**src/logic/prs_pkg.sv**
```systemverilog
package prs_pkg;

    // ==========================================================
    // timing
    localparam int CLK_PERIOD_NS    = 5;
    localparam int SECOND_NS        = 1000000000;
    localparam int SEC_CYCLES       = SECOND_NS / CLK_PERIOD_NS;

    // ==========================================================
    // interval setting, whole seconds
    localparam int INTERVAL_MAX_S   = 3600;
    localparam int INTERVAL_W       = 12;

    // ==========================================================
    // interface selection codes
    localparam logic [1:0] IFACE_SERIAL_CONTROL_CHOICE = 2'h0;
    localparam logic [1:0] IFACE_GPIB                  = 2'h1;
    localparam logic [1:0] IFACE_PRINTER               = 2'h2;

    // ==========================================================
    // counters: record number and elapsed time, in decimal digits
    localparam int REC_DIGITS       = 5;
    localparam int TIME_DIGITS      = 6;
    localparam int TIME_CHARS       = 9;
    localparam logic [3:0] REC_TOP_DIGIT  = 4'h3;
    localparam logic [3:0] REC_FIRST_UNIT = 4'h1;

    // ==========================================================
    // ascii
    localparam logic [7:0] CHAR_ZERO  = 8'h30;
    localparam logic [7:0] CHAR_COLON = 8'h3A;
    localparam logic [7:0] CHAR_SPACE = 8'h20;
    localparam logic [7:0] CHAR_CR    = 8'h0D;
    localparam logic [7:0] CHAR_LF    = 8'h0A;

    // ==========================================================
    // statistics field mask bits
    localparam int STAT_COUNT_BIT   = 0;
    localparam int STAT_SUMMARY_BIT = 1;
    localparam int STAT_SPREAD_BIT  = 2;
    localparam int STAT_W           = 16;

    typedef enum logic [2:0] {
        ST_IDLE,
        ST_NUMBER,
        ST_SPACE,
        ST_TIME,
        ST_BODY,
        ST_CR,
        ST_LF
    } prs_line_state_type;

endpackage : prs_pkg

```
**src/logic/prs_print_request_scheduler.sv**
```systemverilog
`timescale 1ns/10ps
module prs_print_request_scheduler #(
    parameter int SEC_CYCLES = prs_pkg::SEC_CYCLES,
    parameter int INTERVAL_W = prs_pkg::INTERVAL_W
) (
    // clock and reset
    input  wire logic                  clk_in,
    input  wire logic                  rst_in,
    // configuration
    input  wire logic [1:0]            interface_choice_in,
    input  wire logic [INTERVAL_W-1:0] interval_sec_in,
    // display state
    input  wire logic                  measure_screen_in,
    input  wire logic                  stats_screen_in,
    // requests
    input  wire logic                  print_key_in,
    input  wire logic                  external_control_connector_print_n_in,
    input  wire logic                  measure_trigger_input_in,
    input  wire logic                  stats_enable_in,
    input  wire logic                  internal_trigger_in,
    // statistics state
    input  wire logic [prs_pkg::STAT_W-1:0] stats_valid_count_in,
    // status
    output logic                       interval_run_out,
    output logic                       stats_add_out,
    // body text from the value formatter
    output logic                       body_start_out,
    output logic                       body_stats_out,
    output logic [2:0]                 stats_fields_out,
    input  wire logic [7:0]            body_data_in,
    input  wire logic                  body_valid_in,
    input  wire logic                  body_last_in,
    output logic                       body_ready_out,
    // serial transmit byte stream
    output logic [7:0]                 tx_data_out,
    output logic                       tx_valid_out,
    input  wire logic                  tx_ready_in
);

    // ==========================================================
    // request decode
    localparam int DIV_W = $clog2(SEC_CYCLES);

    logic printer_sel;
    logic ext_prev_reg;
    logic ext_fall;
    logic stats_trigger;
    logic trigger_print;
    logic user_req;
    logic stats_req;
    logic stats_add_reg;

    assign printer_sel   = interface_choice_in == prs_pkg::IFACE_PRINTER;
    assign ext_fall      = ext_prev_reg & ~external_control_connector_print_n_in;
    assign stats_trigger = stats_enable_in & internal_trigger_in & measure_trigger_input_in;
    assign trigger_print = stats_trigger & printer_sel & measure_screen_in;
    assign user_req      = (print_key_in | ext_fall) & printer_sel & measure_screen_in;
    assign stats_req     = print_key_in & printer_sel & stats_screen_in & ~measure_screen_in;

    always_ff @(posedge clk_in) begin
        if (rst_in) begin
            ext_prev_reg  <= 1'b1;
            stats_add_reg <= 1'b0;
        end else begin
            ext_prev_reg  <= external_control_connector_print_n_in;
            stats_add_reg <= stats_trigger;
        end
    end

    // ==========================================================
    // interval control
    logic [INTERVAL_W-1:0] interval_reg;
    logic [INTERVAL_W-1:0] interval_next;
    logic [INTERVAL_W-1:0] sec_cnt_reg;
    logic [INTERVAL_W-1:0] sec_cnt_next;
    logic [DIV_W-1:0]      div_reg;
    logic [DIV_W-1:0]      div_next;
    logic                  run_reg;
    logic                  run_next;
    logic                  single_pend_reg;
    logic                  single_pend_next;
    logic                  timed_pend_reg;
    logic                  timed_pend_next;
    logic                  stats_pend_reg;
    logic                  stats_pend_next;
    logic                  start_run;
    logic                  tick;
    logic                  take_single;
    logic                  take_timed;
    logic                  take_stats;

    assign tick = div_reg == DIV_W'(SEC_CYCLES - 1);

    always_comb begin
        interval_next    = interval_reg;
        sec_cnt_next     = sec_cnt_reg;
        div_next         = tick ? '0 : div_reg + 1'b1;
        run_next         = run_reg;
        single_pend_next = single_pend_reg & ~take_single;
        timed_pend_next  = timed_pend_reg & ~take_timed;
        stats_pend_next  = stats_pend_reg & ~take_stats;
        start_run        = 1'b0;
        // out-of-range settings are refused, the last good one stays
        if (interval_sec_in <= INTERVAL_W'(prs_pkg::INTERVAL_MAX_S)) begin
            interval_next = interval_sec_in;
        end
        if (run_reg && tick) begin
            if (sec_cnt_reg + 1'b1 == interval_reg) begin
                sec_cnt_next    = '0;
                timed_pend_next = 1'b1;
            end else begin
                sec_cnt_next = sec_cnt_reg + 1'b1;
            end
        end
        if (trigger_print || (user_req && interval_reg == '0)) begin
            single_pend_next = 1'b1;
        end else if (user_req && !run_reg) begin
            run_next        = 1'b1;
            start_run       = 1'b1;
            sec_cnt_next    = '0;
            div_next        = '0;
            timed_pend_next = 1'b1;
        end else if (user_req) begin
            run_next = 1'b0;
        end
        if (!measure_screen_in || !printer_sel) begin
            run_next = 1'b0;
        end
        if (stats_req) begin
            stats_pend_next = 1'b1;
        end
    end

    always_ff @(posedge clk_in) begin
        if (rst_in) begin
            interval_reg    <= '0;
            sec_cnt_reg     <= '0;
            div_reg         <= '0;
            run_reg         <= 1'b0;
            single_pend_reg <= 1'b0;
            timed_pend_reg  <= 1'b0;
            stats_pend_reg  <= 1'b0;
        end else begin
            interval_reg    <= interval_next;
            sec_cnt_reg     <= sec_cnt_next;
            div_reg         <= div_next;
            run_reg         <= run_next;
            single_pend_reg <= single_pend_next;
            timed_pend_reg  <= timed_pend_next;
            stats_pend_reg  <= stats_pend_next;
        end
    end

    // ==========================================================
    // elapsed time and record number digits
    localparam int EL_MOD [prs_pkg::TIME_DIGITS] = '{10, 6, 10, 6, 10, 10};

    logic [3:0] el_digit  [prs_pkg::TIME_DIGITS];
    logic [prs_pkg::TIME_DIGITS-1:0] el_inc;
    logic [prs_pkg::TIME_DIGITS-1:0] el_carry;
    logic [3:0] rec_digit [prs_pkg::REC_DIGITS];
    logic [prs_pkg::REC_DIGITS-1:0]  rec_inc;
    logic [prs_pkg::REC_DIGITS-1:0]  rec_carry;
    logic       rec_adv;
    logic       rec_wrap;

    genvar g;
    generate
        for (g = 0; g < prs_pkg::TIME_DIGITS; g++) begin : gen_elapsed
            if (g == 0) begin : gen_first
                assign el_inc[g] = tick & run_reg;
            end else begin : gen_chain
                assign el_inc[g] = el_carry[g-1];
            end
            // the hour tens digit rolls over on its own, so 100 h reads 00:00:00
            prs_bcd_digit #(
                .MODULUS   (EL_MOD[g]),
                .RESET_VAL (4'h0)
            ) u_el (
                .clk_in      (clk_in),
                .rst_in      (rst_in),
                .load_in     (start_run),
                .load_val_in (4'h0),
                .inc_in      (el_inc[g] & ~start_run),
                .digit_out   (el_digit[g]),
                .carry_out   (el_carry[g])
            );
        end
        for (g = 0; g < prs_pkg::REC_DIGITS; g++) begin : gen_record
            if (g == 0) begin : gen_first
                assign rec_inc[g] = rec_adv;
            end else begin : gen_chain
                assign rec_inc[g] = rec_carry[g-1];
            end
            prs_bcd_digit #(
                .MODULUS   (10),
                .RESET_VAL ((g == 0) ? prs_pkg::REC_FIRST_UNIT : 4'h0)
            ) u_rec (
                .clk_in      (clk_in),
                .rst_in      (rst_in),
                .load_in     (rec_adv & rec_wrap),
                .load_val_in ((g == 0) ? prs_pkg::REC_FIRST_UNIT : 4'h0),
                .inc_in      (rec_inc[g] & ~rec_wrap),
                .digit_out   (rec_digit[g]),
                .carry_out   (rec_carry[g])
            );
        end
    endgenerate

    assign rec_wrap = rec_digit[4] == prs_pkg::REC_TOP_DIGIT && rec_digit[3] == 4'h0
                      && rec_digit[2] == 4'h0 && rec_digit[1] == 4'h0
                      && rec_digit[0] == 4'h0;

    // ==========================================================
    // line formatter
    prs_pkg::prs_line_state_type state_reg;
    prs_pkg::prs_line_state_type state_next;

    logic [3:0]  idx_reg;
    logic [3:0]  idx_next;
    logic        job_stats_reg;
    logic        job_stats_next;
    logic        job_timed_reg;
    logic        job_timed_next;
    logic [23:0] snap_reg;
    logic [23:0] snap_next;
    logic [2:0]  fields_reg;
    logic [2:0]  fields_next;
    logic [7:0]  tx_data_reg;
    logic [7:0]  tx_data_next;
    logic        tx_valid_reg;
    logic        tx_valid_next;
    logic        body_start_reg;
    logic        body_start_next;
    logic        tx_free;
    logic [3:0]  time_digit;
    logic [7:0]  time_char;

    assign tx_free        = ~tx_valid_reg | tx_ready_in;
    assign body_ready_out = (state_reg == prs_pkg::ST_BODY) & tx_free;

    always_comb begin
        unique case (idx_reg)
            4'h0:    time_digit = snap_reg[23:20];
            4'h1:    time_digit = snap_reg[19:16];
            4'h3:    time_digit = snap_reg[15:12];
            4'h4:    time_digit = snap_reg[11:8];
            4'h6:    time_digit = snap_reg[7:4];
            default: time_digit = snap_reg[3:0];
        endcase
        if (idx_reg == 4'h2 || idx_reg == 4'h5) begin
            time_char = prs_pkg::CHAR_COLON;
        end else if (idx_reg == 4'(prs_pkg::TIME_CHARS - 1)) begin
            time_char = prs_pkg::CHAR_SPACE;
        end else begin
            time_char = prs_pkg::CHAR_ZERO | {4'h0, time_digit};
        end
    end

    always_comb begin
        state_next      = state_reg;
        idx_next        = idx_reg;
        job_stats_next  = job_stats_reg;
        job_timed_next  = job_timed_reg;
        snap_next       = snap_reg;
        fields_next     = fields_reg;
        tx_data_next    = tx_data_reg;
        tx_valid_next   = tx_valid_reg & ~tx_ready_in;
        body_start_next = 1'b0;
        take_single     = 1'b0;
        take_timed      = 1'b0;
        take_stats      = 1'b0;
        rec_adv         = 1'b0;
        unique case (state_reg)
            prs_pkg::ST_IDLE: begin
                idx_next = '0;
                // a new job starts only here, after the previous line ended
                if (stats_pend_reg) begin
                    take_stats      = 1'b1;
                    job_stats_next  = 1'b1;
                    job_timed_next  = 1'b0;
                    fields_next     = '0;
                    fields_next[prs_pkg::STAT_COUNT_BIT]   = 1'b1;
                    fields_next[prs_pkg::STAT_SUMMARY_BIT] = stats_valid_count_in != '0;
                    fields_next[prs_pkg::STAT_SPREAD_BIT]  = stats_valid_count_in > 16'h0001;
                    body_start_next = 1'b1;
                    state_next      = prs_pkg::ST_BODY;
                end else if (timed_pend_reg || single_pend_reg) begin
                    take_timed     = timed_pend_reg;
                    take_single    = ~timed_pend_reg;
                    job_stats_next = 1'b0;
                    job_timed_next = timed_pend_reg;
                    fields_next    = '0;
                    snap_next      = {el_digit[5], el_digit[4], el_digit[3],
                                      el_digit[2], el_digit[1], el_digit[0]};
                    state_next     = prs_pkg::ST_NUMBER;
                end
            end
            prs_pkg::ST_NUMBER: begin
                if (tx_free) begin
                    tx_valid_next = 1'b1;
                    tx_data_next  = prs_pkg::CHAR_ZERO
                                    | {4'h0, rec_digit[3'(4 - idx_reg[2:0])]};
                    idx_next      = idx_reg + 4'h1;
                    if (idx_reg == 4'(prs_pkg::REC_DIGITS - 1)) begin
                        state_next = prs_pkg::ST_SPACE;
                    end
                end
            end
            prs_pkg::ST_SPACE: begin
                if (tx_free) begin
                    tx_valid_next = 1'b1;
                    tx_data_next  = prs_pkg::CHAR_SPACE;
                    idx_next      = '0;
                    if (job_timed_reg) begin
                        state_next = prs_pkg::ST_TIME;
                    end else begin
                        body_start_next = 1'b1;
                        state_next      = prs_pkg::ST_BODY;
                    end
                end
            end
            prs_pkg::ST_TIME: begin
                if (tx_free) begin
                    tx_valid_next = 1'b1;
                    tx_data_next  = time_char;
                    idx_next      = idx_reg + 4'h1;
                    if (idx_reg == 4'(prs_pkg::TIME_CHARS - 1)) begin
                        body_start_next = 1'b1;
                        state_next      = prs_pkg::ST_BODY;
                    end
                end
            end
            prs_pkg::ST_BODY: begin
                if (tx_free && body_valid_in) begin
                    tx_valid_next = 1'b1;
                    tx_data_next  = body_data_in;
                    if (body_last_in) begin
                        state_next = prs_pkg::ST_CR;
                    end
                end
            end
            prs_pkg::ST_CR: begin
                if (tx_free) begin
                    tx_valid_next = 1'b1;
                    tx_data_next  = prs_pkg::CHAR_CR;
                    state_next    = prs_pkg::ST_LF;
                end
            end
            prs_pkg::ST_LF: begin
                if (tx_free) begin
                    tx_valid_next = 1'b1;
                    tx_data_next  = prs_pkg::CHAR_LF;
                    rec_adv       = ~job_stats_reg;
                    state_next    = prs_pkg::ST_IDLE;
                end
            end
            default: state_next = prs_pkg::ST_IDLE;
        endcase
    end

    always_ff @(posedge clk_in) begin
        if (rst_in) begin
            state_reg      <= prs_pkg::ST_IDLE;
            idx_reg        <= '0;
            job_stats_reg  <= 1'b0;
            job_timed_reg  <= 1'b0;
            snap_reg       <= '0;
            fields_reg     <= '0;
            tx_data_reg    <= '0;
            tx_valid_reg   <= 1'b0;
            body_start_reg <= 1'b0;
        end else begin
            state_reg      <= state_next;
            idx_reg        <= idx_next;
            job_stats_reg  <= job_stats_next;
            job_timed_reg  <= job_timed_next;
            snap_reg       <= snap_next;
            fields_reg     <= fields_next;
            tx_data_reg    <= tx_data_next;
            tx_valid_reg   <= tx_valid_next;
            body_start_reg <= body_start_next;
        end
    end

    // ==========================================================
    // outputs
    assign interval_run_out = run_reg;
    assign stats_add_out    = stats_add_reg;
    assign body_start_out   = body_start_reg;
    assign body_stats_out   = job_stats_reg;
    assign stats_fields_out = fields_reg;
    assign tx_data_out      = tx_data_reg;
    assign tx_valid_out     = tx_valid_reg;

endmodule : prs_print_request_scheduler

```
**src/logic/prs_bcd_digit.sv**
```systemverilog
`timescale 1ns/10ps
module prs_bcd_digit #(
    parameter int          MODULUS   = 10,
    parameter logic [3:0]  RESET_VAL = 4'h0
) (
    // clock and reset
    input  wire logic       clk_in,
    input  wire logic       rst_in,
    // control
    input  wire logic       load_in,
    input  wire logic [3:0] load_val_in,
    input  wire logic       inc_in,
    // state
    output logic      [3:0] digit_out,
    output logic            carry_out
);

    // ==========================================================
    // digit
    localparam logic [3:0] TOP = 4'(MODULUS - 1);

    logic [3:0] digit_reg;
    logic [3:0] digit_next;

    always_comb begin
        digit_next = digit_reg;
        if (load_in) begin
            digit_next = load_val_in;
        end else if (inc_in) begin
            digit_next = (digit_reg == TOP) ? 4'h0 : digit_reg + 4'h1;
        end
    end

    always_ff @(posedge clk_in) begin
        if (rst_in) begin
            digit_reg <= RESET_VAL;
        end else begin
            digit_reg <= digit_next;
        end
    end

    assign digit_out = digit_reg;
    assign carry_out = inc_in & (digit_reg == TOP);

endmodule : prs_bcd_digit

```
**config.mk**
```make
export PLATFORM = sky130hd
export DESIGN_NAME = prs_print_request_scheduler
export DESIGN_NICKNAME = d
export VERILOG_FILES = /design/src/logic/prs_pkg.sv /design/src/logic/prs_print_request_scheduler.sv /design/src/logic/prs_bcd_digit.sv
export SDC_FILE = /design/constraint.sdc
export NUM_CORES = 1
export LEC_CHECK = 0
export ABC_AREA = 1
export ABC_CLOCK_PERIOD_IN_PS = 9050
export CAP_MARGIN = 15
export CORE_MARGIN = 2
export CORE_UTILIZATION = 60
export DETAILED_ROUTE_END_ITERATION = 10
export DONT_BUFFER_PORTS = 1
export MAX_ROUTING_LAYER = met4
export PLACE_DENSITY = 0.76
export SLEW_MARGIN = 20
export SYNTH_ARGS = -nofsm -noshare
export SYNTH_HDL_FRONTEND = slang
export SYNTH_HIERARCHICAL = 1
export SYNTH_SLANG_ARGS = --single-unit
```
**constraint.sdc**
```tcl
create_clock -name clk_in -period 9.05 [get_ports clk_in]
set_input_delay 0.905 -clock clk_in [delete_from_list [all_inputs] [get_ports clk_in]]
set_output_delay 0.905 -clock clk_in [all_outputs]
set_load 0.02 [all_outputs]
```
After elaboration in Yosys (flattened, before gate mapping). Cells that the tools add are included.

Register bits after elaboration: 148. Bits of input ports: 50.

Add/subtract/negate cells: 15. Magnitude comparators: 3. Equality and inequality tests: 39. Mux-type cells: 81. Bitwise gates (word level): 53. Reduce and logical (&&, ||, !) cells: 38.

Operators by type and width (number): two-way mux 28 bit (3); two-way mux 4 bit (15); adder 4 x 1 -> 4 bit (second input constant) (12); two-way mux 12 bit (4); two-way mux 8 bit (6); case mux 8 bit (6 select lines) (1); two-way mux 3 bit (14); equality test 4 bit (second input constant) (10); bitwise AND 1 bit (37); two-way mux 1 bit (30); adder 28 x 1 -> 28 bit (second input constant) (1); equality test 28 bit (second input constant) (1); case mux 3 bit (7 select lines) (1); equality test 4 x 3 -> 1 bit (second input constant) (5); logical NOT 4 bit (5); case mux 4 bit (5 select lines) (1); > comparator 16 x 1 -> 1 bit (second input constant) (1); != test 2 bit (second input constant) (8); nonzero test 16 bit (1); NOT 1 bit (13); adder 12 x 1 -> 12 bit (second input constant) (1); binary-select mux 4 bit (select 3 bit) (1); equality test 12 bit (1); equality test 4 x 2 -> 1 bit (second input constant) (3); 30 further kinds (54).

Logic depth before layout (Yosys ltp).
Depth in word-level cells: 20. Gate-level depth with buffers: 33.

Hierarchy. The synthesis kept the hierarchy.

Modules (own cells, without submodules): prs_print_request_scheduler (instances 1, cells an instance 866, area each 5709.2 um^2, seq. area each 2062.0 um^2); prs_bcd_digit at gen_elapsed[0].u_el ... (instances 8, cells an instance 38, area each 246.5 um^2, seq. area each 80.1 um^2); prs_bcd_digit at gen_elapsed[1].u_el ... (instances 2, cells an instance 46, area each 256.5 um^2, seq. area each 80.1 um^2); prs_bcd_digit at gen_record[0].u_rec (instances 1, cells an instance 35, area each 241.5 um^2, seq. area each 80.1 um^2).

Worst setup path before layout. OpenSTA, ideal clock, no wires.

Path type: input port to flip-flop. Start point: input tx_ready_in. End point: register gen_record[1].u_rec.digit_reg[1]. Arrival time: 4437 ps. Required time: 8937 ps. Slack: 4500 ps. Cell stages on the path: 9. Path buffers: 0. Cell sequence: nor2_1 -> nor2_1 -> nand2_1 -> nor4_1 -> inv_1 -> nand2_1 -> nor3b_1 -> o21ai_1 -> inv_1.

Longest elaborated chain between the ends: 6.

Ends and longest elaborated chain: start, declared (line prs_print_request_scheduler.sv:37) `input wire logic tx_ready_in`; OR 1 bit * (line prs_print_request_scheduler.sv:239) `assign tx_free = ~tx_valid_reg | tx_ready_in;`; two-way mux 1 bit * (line prs_print_request_scheduler.sv:351) `if (tx_free) begin`; two-way mux 1 bit * (line prs_print_request_scheduler.sv:274) `unique case (state_reg)`; bitwise AND 1 bit (line prs_print_request_scheduler.sv:203) `.inc_in (rec_inc[g] & ~rec_wrap),`; bitwise AND 1 bit (line prs_bcd_digit.sv:43) `assign carry_out = inc_in & (digit_reg == TOP);`; bitwise AND 1 bit (line prs_print_request_scheduler.sv:203); end signal, assigned (line prs_bcd_digit.sv:38) `digit_reg <= digit_next;`; end, declared (line prs_bcd_digit.sv:22) `logic [3:0] digit_reg;`.

Every way passes the cells marked *; elsewhere a longest branch is shown, timed or not. A chain may end at the register's enable or synchronous reset.

Worst setup path in the final report.
Start point: register div_reg[0]. End point: register gen_elapsed[5].u_el.digit_reg[2].

Longest elaborated chain between the ends: 13.

Ends and longest elaborated chain: start, declared (line prs_print_request_scheduler.sv:76) `logic [DIV_W-1:0] div_reg;`; start signal, assigned (line prs_print_request_scheduler.sv:146) `div_reg <= div_next;`; equality test 28 bit (line prs_print_request_scheduler.sv:92) `assign tick = div_reg == DIV_W'(SEC_CYCLES - 1);`; bitwise AND 1 bit (line prs_print_request_scheduler.sv:171) `assign el_inc[g] = tick & run_reg;`; bitwise AND 1 bit (line prs_print_request_scheduler.sv:184) `.inc_in (el_inc[g] & ~start_run),`; bitwise AND 1 bit (line prs_bcd_digit.sv:43); named net el_carry (one bit) (line prs_print_request_scheduler.sv:160) `logic [prs_pkg::TIME_DIGITS-1:0] el_carry;`; bitwise AND 1 bit (line prs_print_request_scheduler.sv:184); bitwise AND 1 bit (line prs_bcd_digit.sv:43); named net el_carry (one bit) (line prs_print_request_scheduler.sv:160); [2 not listed]; named net el_carry (one bit) (line prs_print_request_scheduler.sv:160); bitwise AND 1 bit (line prs_print_request_scheduler.sv:184); bitwise AND 1 bit (line prs_bcd_digit.sv:43); named net el_carry (one bit) (line prs_print_request_scheduler.sv:160); bitwise AND 1 bit (line prs_print_request_scheduler.sv:184); bitwise AND 1 bit (line prs_bcd_digit.sv:43); named net el_carry (one bit) (line prs_print_request_scheduler.sv:160); bitwise AND 1 bit (line prs_print_request_scheduler.sv:184); end signal, assigned (line prs_bcd_digit.sv:38); end, declared (line prs_bcd_digit.sv:22).

The timed path passes the listed nets, and every way through them passes these cells.

==> metrics.md <==
| Metric | Value |
|---|---|
| Arr. time, crit path | `4.74 ns` |
| Gr usage total | `0.284` |
| Slew HR | `0.533` |
| CP required | `about 9.4 ns` |
| Clock Pin Slew Worst Setup and Hold Paths | `0.06 ns` |
| First-pass GRT wire length | `33500 um` |
| Layout Nets | `1392` |
| Startpoint Class | `flop` |
| Most frequent cells in the layout | `248 x nand2_1, 205 x inv_1, 163 x nor2_1` |
| Layout cells sized above 1 | `0.0764` |
| Setup TNS | `0 ns` |
| Commonest non-fill, non-tap cell in the layout | `nand2_1` |
| Post-CTS Setup Repair Bufs | `0` |
| Synthesized area | `8430 um^2` |
| Max reg flops | `28` |
| Initial antenna violation count | `0` |
| Die Wd | `123 um` |
| Worst setup endpoint | `gen_elapsed[5].u_el/digit_out[2]$_SDFFE_PP0P_` |
| CTS Sinks | `around 150` |
| Resized cells post-CTS | `0` |
| Tcrit/Tclk final | `0.489` |
| Unrepaired setup endpoints after global routing | `false` |
| Worst Path Max Fanout | `26` |
| Final setup viols | `0` |
| Leakage | `~0.0037 uW` |
| HP Start | `div_reg[0]$_SDFF_PP0_` |
| Die H | `around 120 um` |
| Slew Limit Fails | `0` |
| Worst R2R End | `gen_elapsed[5].u_el/digit_out[2]$_SDFFE_PP0P_` |
| DP Area | `8730 um^2` |
| R2r startpoint | `div_reg[0]$_SDFF_PP0_` |
| DRT Pass-1 Iters | `5` |
| Die area | `between 15000 and 20000 um^2` |
| Power per cell area | `192 nW/um^2` |
| Delay-heaviest family, CP | `simple AND/OR/NAND/NOR gates` |
| Hold_buf cts | `0` |
| Drt wl/cell | `roughly 13 um` |
| Status | `finished, final reports clean` |
| DRT antenna net count | `0` |
| Synthesis-to-finish area growth | `10.8%` |
| Largest net degree at the start of global routing | `63` |
| Syn avg cell area | `6.51 um^2` |
| Peak VDD IR | `between 0.15 and 0.2 mV` |
| Drt drc | `0` |
| Final hold vios | `0` |
| Worst reg2reg path depth | `31` |
| Worst slew pin tran | `around 0.7 ns` |
| Crit. End Element | `flop` |
| F_max | `approximately 0.23 GHz` |
| 1st-iter DRT viols | `between 600 and 700` |
| Ports | `67` |
| Core area | `~14000 um^2` |
| Root buffer cell | `clkbuf_16` |
| Setup crit start | `div_reg[0]$_SDFF_PP0_` |
| CP max stage delay | `0.46 ns` |
| Most used cell, CP | `inv_1` |
| Number of clock buffers inserted by TritonCTS | `17` |
| # fillers | `around 1.3k` |
| N_diodes | `0` |
| Post-layout min period | `4.43 ns` |
| Vias in the first global route | `between 7k and 8k` |
| Syn Inst Count | `1295` |
| Grt ovf | `0` |
| Routed Wire Length | `19900 um` |
| Vias after detailed routing | `about 8k` |
| Rows | `43` |
| Slowest-stage cell, CP | `nor2_4` |
| Max Root-Sink Buffers | `2` |
| Port-buffer cells | `0` |
| Clk_skew | `0.00722 ns` |
| Initial Util | `0.612` |
| Fin area | `9340 um^2` |
| Crit path depth | `31` |
| Kind of critical path | `flop to flop` |
| R2r setup slk | `4.62 ns` |
| RePlAce Congestion | `between 0.9 and 1` |
| DPL Wire Length | `between 10000 and 15000 um` |
| Syn. warnings | `6` |
| Maxcap violations | `0` |
| Clk_lat worst skew | `0.42 ns` |
| H-tree depth | `4` |
| Buf/Inv on CP | `11` |
| Hold Path Class | `flop to flop` |
| Hold-critical path depth | `1` |
| Via density | `approximately 5.3` |
| CTS tree | `done` |
[through the flow]
stage	util	power, uW	setup WS (ns)	instances	hold WS [ns]
2_1_floorplan	-	1010	4.50	1337	0.418
3_3_place_gp	0.634	1070	4.75	1497	0.430
3_5_place_dp	0.634	1080	4.68	1497	0.438
4_1_cts	0.678	1800	4.63	1529	0.445
5_1_grt	0.678	1890	3.98	1529	0.468
6_report	0.678	1800	4.62	1529	0.448
[power by group]
| part | total, uW | internal, uW | switching, uW |
|---|---|---|---|
| logic | 330 | 105 | 226 |
| clock network | 723 | 454 | 269 |
| registers | 744 | 688 | 56.1 |
[worst min-delay path by stage]
stage                                        to  slack (ns)
after global placement    div_reg[0]$_SDFF_PP0_        0.43
after detailed placement  div_reg[0]$_SDFF_PP0_        0.44
final                     div_reg[0]$_SDFF_PP0_        0.45
after floorplan           div_reg[0]$_SDFF_PP0_        0.42
after global routing      div_reg[0]$_SDFF_PP0_        0.47
after CTS                 div_reg[0]$_SDFF_PP0_        0.45
[area by class of cell]
cell class / instances / area [um^2] / share of cell area
sequential: 147 / 2940 / 0.315
inverter: 212 / 796 / 0.0852
tap: 180 / 225 / 0.0241
clock buffer: 23 / 478 / 0.0512
multi-input combinational: 954 / 4740 / 0.508
timing repair buffer: 4 / 30.0 / 0.00322
clock inverter: 9 / 128 / 0.0137
[routing by layer]
| metal | up-vias | part of all wire | GRT usage |
|---|---|---|---|
| li1 | 4246 | - | - |
| met1 | 3681 | 0.48 | 0.370 |
| met2 | 188 | 0.46 | 0.446 |
| met3 | 20 | 0.049 | 0.0618 |
| met4 | 0 | 0.0098 | 0.0812 |
| met5 | - | 0 | - |
Power figures use the tool's default switching activity.
